`src/shared/psc_pkg.sv`:
```
// constants and types shared by the strap configuration latch
package psc_pkg;

   // clock
   localparam int CLK_PERIOD_NS   = 100;

   // reset pin pulse classification, times in ns
   localparam int PARTIAL_MIN_NS  = 100;
   localparam int FULL_MIN_NS     = 1000;
   localparam int SHUTDOWN_MIN_NS = 10000;

   // least times round up to whole cycles
   localparam logic [7:0] PARTIAL_MIN_CYC =
      8'((PARTIAL_MIN_NS + CLK_PERIOD_NS - 1) / CLK_PERIOD_NS);
   localparam logic [7:0] FULL_MIN_CYC =
      8'((FULL_MIN_NS + CLK_PERIOD_NS - 1) / CLK_PERIOD_NS);
   localparam logic [7:0] SHUTDOWN_MIN_CYC =
      8'((SHUTDOWN_MIN_NS + CLK_PERIOD_NS - 1) / CLK_PERIOD_NS);

   // range strap codes
   localparam logic [1:0] RANGE_SOFTWARE = 2'h0;
   localparam logic [1:0] RANGE_NARROW   = 2'h1;
   localparam logic [1:0] RANGE_MIDDLE   = 2'h2;
   localparam logic [1:0] RANGE_WIDE     = 2'h3;

   // serial frame lengths in bits
   localparam logic [5:0] LANE_BITS_DUAL   = 6'h10;
   localparam logic [5:0] LANE_BITS_SINGLE = 6'h20;

   // register byte offsets
   localparam logic [3:0] REG_STATUS   = 4'h0;
   localparam logic [3:0] REG_SW_RANGE = 4'h4;
   localparam logic [3:0] REG_RST_CNT  = 4'h8;

   // status field positions
   localparam int ST_RANGE_LSB  = 0;
   localparam int ST_CFG_VALID  = 2;
   localparam int ST_SW_MODE    = 3;
   localparam int ST_SERIAL     = 4;
   localparam int ST_DUAL_LANE  = 5;
   localparam int ST_SHUTDOWN   = 6;
   localparam int ST_WARN_LOW   = 7;
   localparam int ST_WARN_SEQ   = 8;
   localparam int ST_BUSY       = 9;

   // reset counter field positions
   localparam int RC_PARTIAL_LSB = 0;
   localparam int RC_FULL_LSB    = 8;

   // values after reset
   localparam logic [1:0] SW_RANGE_RESET = 2'h3;

   // reset pin tracker states
   typedef enum logic [1:0] {
      PSC_RUN,
      PSC_LOW,
      PSC_SHUTDOWN
   } psc_rst_state_type;

endpackage

```
`src/design/psc_sync.sv`:
```
// two-stage synchroniser for a group of pin inputs
module psc_sync #(
   parameter int WIDTH = 1
) (
   // clock and reset
   input  wire logic             clk_sys,
   input  wire logic             rst,
   // pin side
   input  wire logic [WIDTH-1:0] pin_in,
   // synchronised side
   output logic      [WIDTH-1:0] sync_out
);

   logic [WIDTH-1:0] stage1_r;
   logic [WIDTH-1:0] stage2_r;

   // first stage feeds only the second stage
   always_ff @(posedge clk_sys or posedge rst) begin
      if (rst) begin
         stage1_r <= '0;
         stage2_r <= '0;
      end else begin
         stage1_r <= pin_in;
         stage2_r <= stage1_r;
      end
   end

   assign sync_out = stage2_r;

endmodule

```
`src/design/psc_strap_latch.sv`:
```
// strap capture, reset pulse classification and serial lane routing
//
// Chosen here: the register addresses and the strobed register port.

// Notes on behaviour
// - mode choice latched at full reset only
// - hardware mode range follows straps live
// - strap code 00 selects software mode
// - codes 01,10,11 pick narrow, middle, wide
// - interface strap latched: low parallel, high serial
// - one lane: all output on first line
// - two lanes: output split across both lines
// - lane strap sampled at full reset release
// - reset pulse length picks partial, full, shutdown
module psc_strap_latch (
   // clock and reset
   input  wire logic        clk_sys,
   input  wire logic        rst,
   // pins from the board
   input  wire logic        reset_pin_n,
   input  wire logic        range_mode_strap_hi,
   input  wire logic        range_mode_strap_lo,
   input  wire logic        interface_select_strap,
   input  wire logic        serial_lane_count_strap,
   input  wire logic        sequencer_enable_strap,
   input  wire logic [3:0]  parallel_low_bits,
   // conversion results from the core
   input  wire logic        conv_start,
   input  wire logic [15:0] conv_data_a,
   input  wire logic [15:0] conv_data_b,
   // register port
   input  wire logic [3:0]  reg_addr,
   input  wire logic [31:0] reg_wdata,
   input  wire logic        reg_wr,
   input  wire logic        reg_rd,
   output logic      [31:0] reg_rdata,
   // configuration outputs
   output logic             cfg_valid,
   output logic             software_mode,
   output logic [1:0]       input_range,
   output logic             serial_if,
   output logic             dual_lane,
   output logic             shutdown,
   output logic             full_reset_pulse,
   output logic             partial_reset_pulse,
   // serial data outputs
   output logic             serial_out_first,
   output logic             serial_out_second,
   output logic             serial_frame_valid
);

   typedef struct packed {
      psc_pkg::psc_rst_state_type rst_st;
      logic [7:0]  low_cnt;
      logic        cfg_valid;
      logic        sw_mode;
      logic        serial_if;
      logic        dual_lane;
      logic [1:0]  range;
      logic [1:0]  sw_range;
      logic        shutdown;
      logic        full_pulse;
      logic        partial_pulse;
      logic [7:0]  partial_cnt;
      logic [7:0]  full_cnt;
      logic        warn_low;
      logic        warn_seq;
      logic [31:0] rdata;
      logic [31:0] shift_a;
      logic [15:0] shift_b;
      logic [5:0]  bit_cnt;
      logic        busy;
      logic        sdo_a;
      logic        sdo_b;
      logic        sdo_valid;
   } psc_state_type;

   psc_state_type state_r;
   psc_state_type state_nxt;

   logic [9:0] pins_s;
   logic       rst_pin_s;
   logic [1:0] range_s;
   logic       if_s;
   logic       lane_s;
   logic       seq_s;
   logic [3:0] low_bits_s;
   logic       accept;
   logic       released;

   psc_sync #(
      .WIDTH (10)
   ) u_sync (
      .clk_sys  (clk_sys),
      .rst      (rst),
      .pin_in   ({~reset_pin_n, range_mode_strap_hi, range_mode_strap_lo,
                  interface_select_strap, serial_lane_count_strap,
                  sequencer_enable_strap, parallel_low_bits}),
      .sync_out (pins_s)
   );

   // carried inverted: the cleared synchroniser must read as released,
   // else a false partial pulse follows every reset
   assign rst_pin_s  = ~pins_s[9];
   assign range_s    = pins_s[8:7];
   assign if_s       = pins_s[6];
   assign lane_s     = pins_s[5];
   assign seq_s      = pins_s[4];
   assign low_bits_s = pins_s[3:0];

   // pin back high after a low stretch
   assign released = rst_pin_s && (state_r.rst_st != psc_pkg::PSC_RUN);

   // a frame starts only with a settled serial configuration
   assign accept = conv_start && !state_r.busy && state_r.cfg_valid &&
                   state_r.serial_if && (state_r.rst_st == psc_pkg::PSC_RUN);

   always_comb begin
      state_nxt               = state_r;
      state_nxt.full_pulse    = 1'b0;
      state_nxt.partial_pulse = 1'b0;
      state_nxt.rdata         = 32'h0000_0000;

      // reset pin tracker
      case (state_r.rst_st)
         psc_pkg::PSC_RUN: begin
            state_nxt.low_cnt = 8'h00;
            if (!rst_pin_s) begin
               state_nxt.rst_st  = psc_pkg::PSC_LOW;
               state_nxt.low_cnt = 8'h01;
            end
         end
         psc_pkg::PSC_LOW: begin
            if (!rst_pin_s) begin
               state_nxt.low_cnt = state_r.low_cnt + 8'h01;
               // held low long enough: the part powers down
               if (state_r.low_cnt + 8'h01 >= psc_pkg::SHUTDOWN_MIN_CYC) begin
                  state_nxt.rst_st   = psc_pkg::PSC_SHUTDOWN;
                  state_nxt.shutdown = 1'b1;
               end
            end else begin
               state_nxt.rst_st = psc_pkg::PSC_RUN;
            end
         end
         psc_pkg::PSC_SHUTDOWN: begin
            if (rst_pin_s) begin
               state_nxt.rst_st   = psc_pkg::PSC_RUN;
               state_nxt.shutdown = 1'b0;
            end
         end
         default: begin
            state_nxt.rst_st = psc_pkg::PSC_RUN;
         end
      endcase

      // classify the pulse on its release
      if (released) begin
         if (state_r.low_cnt >= psc_pkg::FULL_MIN_CYC) begin
            state_nxt.full_pulse = 1'b1;
            state_nxt.full_cnt   = state_r.full_cnt + 8'h01;
            state_nxt.cfg_valid  = 1'b1;
            // straps loaded only here; partial releases skip this
            state_nxt.sw_mode    =
               (range_s == psc_pkg::RANGE_SOFTWARE);
            state_nxt.serial_if  = if_s;
            state_nxt.dual_lane  = lane_s;
         end else if (state_r.low_cnt >= psc_pkg::PARTIAL_MIN_CYC) begin
            state_nxt.partial_pulse = 1'b1;
            state_nxt.partial_cnt   = state_r.partial_cnt + 8'h01;
         end
      end

      // range: live straps in hardware mode, register in software mode
      if (state_nxt.sw_mode) begin
         state_nxt.range = state_r.sw_range;
      end else begin
         state_nxt.range = range_s;
      end

      // board misuse, reported as live levels only
      state_nxt.warn_low = state_r.cfg_valid && state_r.serial_if &&
                           (low_bits_s != 4'h0);
      state_nxt.warn_seq = state_r.cfg_valid && state_r.sw_mode &&
                           seq_s;

      // register port
      if (reg_wr && reg_addr == psc_pkg::REG_SW_RANGE) begin
         state_nxt.sw_range = reg_wdata[1:0];
      end
      if (reg_rd) begin
         case (reg_addr)
            psc_pkg::REG_STATUS: begin
               state_nxt.rdata[psc_pkg::ST_RANGE_LSB +: 2] = state_r.range;
               state_nxt.rdata[psc_pkg::ST_CFG_VALID] = state_r.cfg_valid;
               state_nxt.rdata[psc_pkg::ST_SW_MODE]   = state_r.sw_mode;
               state_nxt.rdata[psc_pkg::ST_SERIAL]    = state_r.serial_if;
               state_nxt.rdata[psc_pkg::ST_DUAL_LANE] = state_r.dual_lane;
               state_nxt.rdata[psc_pkg::ST_SHUTDOWN]  = state_r.shutdown;
               state_nxt.rdata[psc_pkg::ST_WARN_LOW]  = state_r.warn_low;
               state_nxt.rdata[psc_pkg::ST_WARN_SEQ]  = state_r.warn_seq;
               state_nxt.rdata[psc_pkg::ST_BUSY]      = state_r.busy;
            end
            psc_pkg::REG_SW_RANGE: begin
               state_nxt.rdata[1:0] = state_r.sw_range;
            end
            psc_pkg::REG_RST_CNT: begin
               state_nxt.rdata[psc_pkg::RC_PARTIAL_LSB +: 8] =
                  state_r.partial_cnt;
               state_nxt.rdata[psc_pkg::RC_FULL_LSB +: 8] = state_r.full_cnt;
            end
            default: begin
               state_nxt.rdata = 32'h0000_0000;
            end
         endcase
      end

      // serial engine
      state_nxt.sdo_valid = state_r.busy;
      state_nxt.sdo_a     = 1'b0;
      state_nxt.sdo_b     = 1'b0;
      if (state_r.busy) begin
         state_nxt.sdo_a   = state_r.shift_a[31];
         state_nxt.shift_a = {state_r.shift_a[30:0], 1'b0};
         if (state_r.dual_lane) begin
            state_nxt.sdo_b   = state_r.shift_b[15];
            state_nxt.shift_b = {state_r.shift_b[14:0], 1'b0};
         end
         state_nxt.bit_cnt = state_r.bit_cnt - 6'h01;
         if (state_r.bit_cnt == 6'h01) begin
            state_nxt.busy = 1'b0;
         end
      end else if (accept) begin
         state_nxt.busy = 1'b1;
         if (state_r.dual_lane) begin
            state_nxt.shift_a = {conv_data_a, 16'h0000};
            state_nxt.shift_b = conv_data_b;
            state_nxt.bit_cnt = psc_pkg::LANE_BITS_DUAL;
         end else begin
            // both words back to back on the first line
            state_nxt.shift_a = {conv_data_a, conv_data_b};
            state_nxt.shift_b = 16'h0000;
            state_nxt.bit_cnt = psc_pkg::LANE_BITS_SINGLE;
         end
      end
      // any low on the reset pin abandons a frame in flight
      if (!rst_pin_s) begin
         state_nxt.busy    = 1'b0;
         state_nxt.bit_cnt = 6'h00;
      end
   end

   always_ff @(posedge clk_sys or posedge rst) begin
      if (rst) begin
         state_r          <= '0;
         state_r.rst_st   <= psc_pkg::PSC_RUN;
         state_r.sw_range <= psc_pkg::SW_RANGE_RESET;
      end else begin
         state_r <= state_nxt;
      end
   end

   assign reg_rdata           = state_r.rdata;
   assign cfg_valid           = state_r.cfg_valid;
   assign software_mode       = state_r.sw_mode;
   assign input_range         = state_r.range;
   assign serial_if           = state_r.serial_if;
   assign dual_lane           = state_r.dual_lane;
   assign shutdown            = state_r.shutdown;
   assign full_reset_pulse    = state_r.full_pulse;
   assign partial_reset_pulse = state_r.partial_pulse;
   assign serial_out_first    = state_r.sdo_a;
   assign serial_out_second   = state_r.sdo_b;
   assign serial_frame_valid  = state_r.sdo_valid;
endmodule

```
`config.mk`:
```
export PLATFORM = sky130hd
export DESIGN_NAME = psc_strap_latch
export DESIGN_NICKNAME = d
export VERILOG_FILES = /design/src/shared/psc_pkg.sv /design/src/design/psc_sync.sv /design/src/design/psc_strap_latch.sv
export SDC_FILE = /design/constraint.sdc
export NUM_CORES = 1
export LEC_CHECK = 0
export BUFFER_PORTS_ARGS = -buffer_cell sky130_fd_sc_hd__buf_2
export CAP_MARGIN = 20
export CORE_MARGIN = 2
export CORE_UTILIZATION = 54
export CTS_CLUSTER_DIAMETER = 40
export CTS_CLUSTER_SIZE = 40
export DETAILED_ROUTE_END_ITERATION = 6
export PLACE_DENSITY_LB_ADDON = 0.05
export SYNTH_ARGS = -nofsm -noshare
export SYNTH_HDL_FRONTEND = slang
export SYNTH_HIERARCHICAL = 1
export SYNTH_SLANG_ARGS = --single-unit
```
`constraint.sdc`:
```
create_clock -name clk_sys -period 4.3 [get_ports clk_sys]
set_input_delay 0.43 -clock clk_sys [delete_from_list [all_inputs] [get_ports clk_sys]]
set_output_delay 0.43 -clock clk_sys [all_outputs]
set_load 0.1 [all_outputs]
```
==> impl_metrics.ini, run 1 <==
[yosys]
netlist_area_um2 = 5920
synth_cell_types = 53
avgSynthCellArea_um2 = 10.8
synth_warnings = 6
ys.flop_type = dfrtp_1
yosysSeqAreaShare = 0.563
yosys_register_bits = 133
synth_edf_count = 0
async_flop_share = 1.00
netlist_instances = 549

[final_layout]
antenna_cells = 0
seq_area_um2 = 3330
layout.nets = 710
syn_to_final_growth_pct = 16.9
multi_input_area_um2 = 2200
instances_no_fill = 770
layout_commonest_cell = dfrtp_1
postLayoutCoreUtil = 0.644
layout_common_cells = 130 x dfrtp_1, 81 x buf_2, 78 x nand2_1
fillers = 893
drive_gt1_frac = 0.208

[detailed_routing]
firstDrtPassIters = 5
drcViolationCount = 0
viasPerCell = 5.32
drt-initial-drc-count = 291
wirelength_um = 11700
ant_nets = 0
detail_route.wl_per_cell_um = 15.2
dr_total_vias = 4093

[sta]
max_freq_mhz = 401
fin_crit_sh = 0.581
tightest_slew_ps = 977
drv_slew = 0
rsz0062_at_grt = no
setup_viol = 0
fin_setup_tns_ps = 0
skew_ps = 10.7
hold_viol_final = 0
layout_min_cycle_time_ps = 2500
slew_headroom = 0.347

[setup_path]
rr_worst_depth = 6
r2r_start = state_r[127]
cp-end-kind = register
start_kind = register
required_ps = 4680
regToRegEndpoint = state_r[7]
r2r_setup_slack_ps = 1800
cp_max_fo = 15
arrival_ps = 2880
crit_type = register to register

[clocking]
cts-root-buf = clkbuf_8
cts-buffers-inserted = 17
numClockSinks = 133
insertion_delay_ps = 520
clockBufferDepth = 2
cts_htree_levels = 4
path_clk_slew_ps = 60
cts_tree = done

[place]
place.gp.congestion = 0.821
dp_hpwl_um = 7300
place_inst = 727
port-buffer-count = 80

[worst_hold_path]
min_to = u_sync/stage1_r[9]
hp-start = reset_pin_n
hold_path_depth = 2
holdCritPathClass = input pin to register

[power_and_ir_drop]
peakVddDrop_uv = 268
swShare = 0.242
power_switching_w = 0.000747
power_density_nw_per_um2 = 447
p_clk_frac = 0.457
p_leak_nw = 3.39
seq_power_share = 0.457
internal_power_w = 0.00234
comb_power_share = 0.086

[outcome]
status = finished, final reports clean

[grt]
grt_usage = 0.216
grt-ovfl-total = 0
grt_max_degree = 89
grt_first_pass_wirelength_um = 19400
grt_antenna_before_repair = 0
grt_pass1_vias = 3973

[floorplanning]
die_x_um = 109
die_h_um = 109
die_area_um2 = 11800
core_region_area_um2 = 10700
initial_core_util = 0.551
rows = 38
io_pins = 127

[job]
cap_viol_max_count = 0
-- power groups by stage --
stage / logic, W / clock network (W) / registers (W)
global placement: 0.000246 / 0 / 0.00143
CTS: 0.000267 / 0.00144 / 0.00141
global route: 0.000295 / 0.00150 / 0.00142
detailed placement: 0.000256 / 0 / 0.00143
finish: 0.000266 / 0.00141 / 0.00141
floorplan: 0.000211 / 0 / 0.00142
-- worst max-delay path, cell delays in order (launching register included) --
cell     delay (ps)
dfrtp_1         460
nor4b_1         390
nor2b_2         640
nor2_1          340
buf_4           270
o21ai_0         170
a21oi_1          80
-- per-stage QoR --
| stage | hold WS, ps | setup slack [ps] | instance area, um2 | power (W) |
|---|---|---|---|---|
| 2_1_floorplan | 331 | 886 | 5970 | 0.00163 |
| 3_3_place_gp | 334 | 1920 | 6200 | 0.00167 |
| 3_5_place_dp | 337 | 1890 | 6200 | 0.00169 |
| 4_1_cts | 17.4 | 1870 | 6870 | 0.00312 |
| 5_1_grt | 10.5 | 1600 | 6920 | 0.00322 |
| 6_report | 47.0 | 1800 | 6920 | 0.00309 |
-- cells in the mapped netlist (4+ instances only) --
cell / number / share of area
nor3b_1: 15 / 0.019
a22oi_1: 24 / 0.030
nor2b_1: 10 / 0.011
inv_1: 11 / 0.0070
buf_4: 35 / 0.044
nor3_1: 6 / 0.0051
nor4_1: 4 / 0.0042
nand4_1: 4 / 0.0042
and3_1: 8 / 0.0085
clkbuf_1: 22 / 0.014
nand3_1: 11 / 0.0093
nor2_1: 19 / 0.012
nand2b_1: 4 / 0.0042
ha_1: 9 / 0.019
xor2_1: 8 / 0.012
nand2_1: 78 / 0.049
a21oi_1: 29 / 0.025
xnor2_1: 9 / 0.013
o21ai_0: 29 / 0.025
dfrtp_1: 131 / 0.55
a22o_1: 33 / 0.049
a21o_1: 4 / 0.0051
-- worst max path at each step --
stage / start / to / slack, ps
6_report: state_r[127] / state_r[7] / 1800
5_1_grt: state_r[127] / state_r[7] / 1600
4_1_cts: state_r[127] / state_r[7] / 1870
3_5_place_dp: state_r[127] / state_r[7] / 1890
3_3_place_gp: state_r[127] / state_r[7] / 1920
2_1_floorplan: rst / cfg_valid / 890
-- flip-flops by register name, summed over array words and instances (netlist names), 2 cells and up --
register	count
u_sync/stage1_r	10
state_r	84
input_range	2
reg_rdata	16
u_sync/sync_out	10
-- timing repair --
item	4_1_cts	5_1_grt
setup buffers	0	0
endpoints found under the setup margin	0	0
hold buffers	9	1
gates resized for setup	0	0
hold endpoints to repair	9	20
-- per-layer routing --
metal  track usage  wire, um  up-vias
met2         0.328      5600       92
met3        0.0735       525        4
met5             0         0        -
met1         0.297      5540     1985
li1              -         -     2012
met4        0.0659        62        0
-- cell families after synthesis --
logic type / share of synthesized area
AND/OR/NAND/NOR: 0.153
flip-flops: 0.563
AO/OA/AOI/OAI: 0.152
buffers and inverters: 0.0761
XOR/XNOR: 0.0252
adder cells (fa/ha/maj): 0.0190
multiplexers: 0.0108
other: 0.000634
-- layout make-up --
cell class	count	area share
Clock buffer	28	0.0745
Clock inverter	3	0.00941
Inverter	11	0.00633
Multi-Input combinational cell	356	0.318
Sequential cell	133	0.482
Tap cell	140	0.0253
Timing Repair Buffer	99	0.0847
Note: power is estimated with default switching activity, not from simulation.
==> run 2, diff against run 1 <==
clock period = 2.5 ns   (was 4.3 ns; I/O delays follow)
==> impl_metrics.ini, run 2 (synthesis gave the netlist of run 1 again) <==
[clocking]
clockBufferDepth = 2
cts_setup_buffers = 0
cts_htree_levels = 4
cts-buffers-inserted = 17
numClockSinks = 133
cts_tree = done
cts-root-buf = clkbuf_8
path_clk_slew_ps = 50
insertion_delay_ps = 520

[sta]
hold_viol_final = 0
rsz0062_at_grt = no
max_freq_mhz = 458
layout_min_cycle_time_ps = 2180
slew_headroom = 0.492
tightest_slew_ps = 761
setup_slack_ps = 316
skew_ps = 9.20
fin_setup_tns_ps = 0
setup_viol = 0
whs_ps = 68.6
drv_slew = 0
fin_crit_sh = 0.874

[detailed_routing]
firstDrtPassIters = 4
detail_route.wl_per_cell_um = 14.7
wirelength_um = 11600
drt-initial-drc-count = 278
viasPerCell = 5.34
ant_nets = 0
dr_total_vias = 4233
drcViolationCount = 0

[final_layout]
layout_common_cells = 130 x dfrtp_1, 80 x buf_2, 78 x nand2_1
drive_gt1_frac = 0.207
instances_no_fill = 792
syn_to_final_growth_pct = 19.9
top_register = state_r
antenna_cells = 0
layout.nets = 733
layout_commonest_cell = dfrtp_1
largest_reg_flops = 84
postLayoutCoreUtil = 0.660

[setup_path]
path_buf_inv = 0
required_ps = 2900
cp-end-kind = register
slowest_delay_ps = 560
start_kind = register
cp_max_fo = 8
crit_type = register to register
path_cells = or4_4 > nor4b_4 > and4_4 > nand3_1 > xnor2_1
crit_family = simple AND/OR/NAND/NOR gates
crit_slowest_cell = or4_4
arrival_ps = 2590

[place]
place.gp.congestion = 0.804
dp_hpwl_um = 7510
dp_slack_ps = 318
place_inst = 732
port-buffer-count = 80

[floorplanning]
initial_core_util = 0.551
io_pins = 127
die_h_um = 109
die_x_um = 109
core_region_area_um2 = 10700
die_area_um2 = 11800
rows = 38

[grt]
grt_first_pass_wirelength_um = 20000
grt_usage = 0.220
grt-ovfl-total = 0
grt_pass1_vias = 4183
grt_antenna_before_repair = 0
grt_max_degree = 79

[power_and_ir_drop]
peakVddDrop_uv = 498
power_density_nw_per_um2 = 717
p_leak_nw = 3.47

[worst_hold_path]
holdCritPathClass = input pin to register

[outcome]
status = finished, final reports clean

[job]
cap_viol_max_count = 0
==> run 2: cell types whose count changed in the layout (fill, tap and decap cells not counted), sizes merged <==
cell,before,now
clkbuf,28,26
dlygate4sd3,10,30
clkinv,1,4
clkinvlp,0,1
bufinv,2,0
buf,89,92
inv,11,10
==> run 2: what timing repair did <==
action,4_1_cts,5_1_grt
hold endpoints to repair,81,0
hold buffers,30,0
resized for setup,0,0
==> run 2: tightest hold or removal path, stage by stage <==
cell	delay, ps
buf_2	80
a22o_1	110
a22o_1	110
==> run 2: path summary, 6_finish.rpt <==
| check | cells after the start | start | slack [ps] | end |
|---|---|---|---|---|
| min in group asynchronous | 3 | rst | 430 | partial_reset_pulse |
| min reg2reg | 0 | u_sync/stage1_r[2] | 350 | u_sync/sync_out[2] |
| min | 3 | conv_data_b[4] | 70 | state_r[14] |
| max in group asynchronous | 4 | rst | 1370 | state_r[51] |
| max | 5 | state_r[123] | 320 | state_r[105] |
| max reg2reg | 5 | state_r[123] | 320 | state_r[105] |
==> run 2: stage by stage <==
stage          power (W)  cell area [um2]
6_report         0.00508             7100
5_1_grt          0.00533             7100
4_1_cts          0.00516             7100
3_5_place_dp     0.00291             6270
3_3_place_gp     0.00289             6270
2_1_floorplan    0.00280             5980
==> run 2: power breakdown <==
group | leakage [nW] | internal (W) | switching, W
clock | 0.267 | 0.00136 | 0.000820
sequential | 1.74 | 0.00231 | 0.000118
combinational | 1.46 | 0.000175 | 0.000307
==> run 2: cell type report <==
type	instances	area [um2]
clock buffers	26	508
inverters	11	45.0
repair buffers	122	816
well taps	140	175
fillers	882	3650
clock inverters	4	20.0
flip-flops and latches	133	3330
multi-input cells	356	2200
==> run 2: metal layers <==
layer,part of all wire,track usage,vias to the layer above
met2,0.49,0.337,94
met1,0.45,0.300,2066
met5,0,0,-
li1,-,-,2056
met4,0.016,0.0861,0
met3,0.039,0.0622,17
==> run 3, diff against run 2 <==
CORE_UTILIZATION = 50   (was 54)
==> impl_metrics.ini, run 3 (synthesis gave the netlist of run 1 again) <==
[power_and_ir_drop]
power_density_nw_per_um2 = 792
peakVddDrop_uv = 574
p_clk_frac = 0.485
p_leak_nw = 3.45
power_w = 0.00558
comb_power_share = 0.082
seq_power_share = 0.433
internal_power_w = 0.00430
swShare = 0.229
power_switching_w = 0.00128

[detailed_routing]
detail_route.wl_per_cell_um = 14.5
ant_nets = 0
viasPerCell = 5.29
drcViolationCount = 0
wirelength_um = 11300
firstDrtPassIters = 4
drt-initial-drc-count = 328
dr_total_vias = 4128

[sta]
layout_min_cycle_time_ps = 2160
max_freq_mhz = 464
setup_viol = 0
fin_setup_tns_ps = 0
drv_slew = 0
tightest_slew_ps = 819
slew_headroom = 0.453
rsz0062_at_grt = no
whs_ps = 44.7
fin_crit_sh = 0.862
skew_ps = 5.35
hold_viol_final = 0

[grt]
grt_antenna_before_repair = 0
grt_max_degree = 78
grt_first_pass_wirelength_um = 19500
grt-ovfl-total = 0
grt_pass1_vias = 4178
grt_usage = 0.192

[setup_path]
start_kind = register
path_buf_inv = 1
slowest_delay_ps = 480
path_cells = inv_1 > ha_1 > o31ai_1 > nor4b_4 > and4_4 > nand4_2 > xnor2_1
crit_family = simple AND/OR/NAND/NOR gates
rr_worst_depth = 7
r2r_start = state_r[119]
arrival_ps = 2460
required_ps = 2800
crit_slowest_cell = dfrtp_1
r2r_setup_slack_ps = 340
cp-end-kind = register
cp_max_fo = 8
regToRegEndpoint = state_r[107]
crit_type = register to register

[floorplanning]
die_x_um = 113
io_pins = 127
die_area_um2 = 12700
core_region_area_um2 = 11500
rows = 39
die_h_um = 113
initial_core_util = 0.516

[clocking]
cts_resized = 0
path_clk_slew_ps = 50
insertion_delay_ps = 420
cts-buffers-inserted = 17
cts-root-buf = clkbuf_16
cts_tree = done
numClockSinks = 133
cts_htree_levels = 4
clockBufferDepth = 2

[worst_hold_path]
hp-start = conv_data_a[10]
holdCritPathClass = input pin to register
hold_path_depth = 3
min_to = state_r[52]

[final_layout]
layout_commonest_cell = dfrtp_1
largest_reg_flops = 84
layout.nets = 716
drive_gt1_frac = 0.220
layout_common_cells = 130 x dfrtp_1, 80 x buf_2, 78 x nand2_1
fillers = 952
syn_to_final_growth_pct = 19.1
antenna_cells = 0
top_register = state_r

[place]
port-buffer-count = 80
dp_hpwl_um = 7580
place.gp.congestion = 0.875

[job]
cap_viol_max_count = 0

[outcome]
status = finished, final reports clean
[run 3: per-stage QoR]
step	utilization	cell area, um2	setup WS (ps)	instances
after floorplan	-	5980	359	564
after global placement	0.548	6280	351	736
after detailed placement	0.548	6290	301	737
after CTS	0.614	7050	295	780
after global routing	0.614	7050	153	780
final	0.614	7050	345	780
[run 3: worst max path at each step]
stage                     slack (ps)  cells after the start            to          from
after floorplan                  360                      6   state_r[11]     cfg_valid
after global placement           350                      5    state_r[7]  state_r[127]
after detailed placement         300                      7  state_r[107]  state_r[119]
after CTS                        290                      7  state_r[107]  state_r[119]
after global routing             150                      7  state_r[107]  state_r[119]
final                            340                      7  state_r[107]  state_r[119]
[run 3: per-layer routing]
layer	global-route usage	share of wire	wire [um]	up-vias
met5	0	0	0	-
li1	-	-	-	2028
met3	0.0562	0.049	552	19
met4	0.0748	0.018	204	0
met1	0.253	0.47	5270	1986
met2	0.301	0.47	5290	95
[run 3: tightest hold or removal path: stages]
cell	delay [ps]
buf_2	70
a22oi_1	50
nand2_1	50
[run 3: area by class of cell]
class | count | area, um2 | share of cell area
clock buffers | 22 | 474 | 0.0673
flip-flops and latches | 133 | 3330 | 0.473
repair buffers | 105 | 641 | 0.0909
well taps | 143 | 179 | 0.0254
clock inverters | 10 | 175 | 0.0249
inverters | 11 | 45.0 | 0.00639
multi-input cells | 356 | 2200 | 0.312
[run 3: power by group through the flow]
stage                     logic, W  clock network [W]  registers, W
final                     0.000457            0.00270       0.00242
after global routing      0.000515            0.00285       0.00244
after CTS                 0.000464            0.00277       0.00242
after detailed placement  0.000451                  0       0.00245
after global placement    0.000440                  0       0.00245
after floorplan           0.000363                  0       0.00243
[run 3: timing repair]
item | 4_1_cts | 5_1_grt
hold endpoints to repair | 30 | 0
hold buffers | 11 | 0
setup buffers | 0 | 0
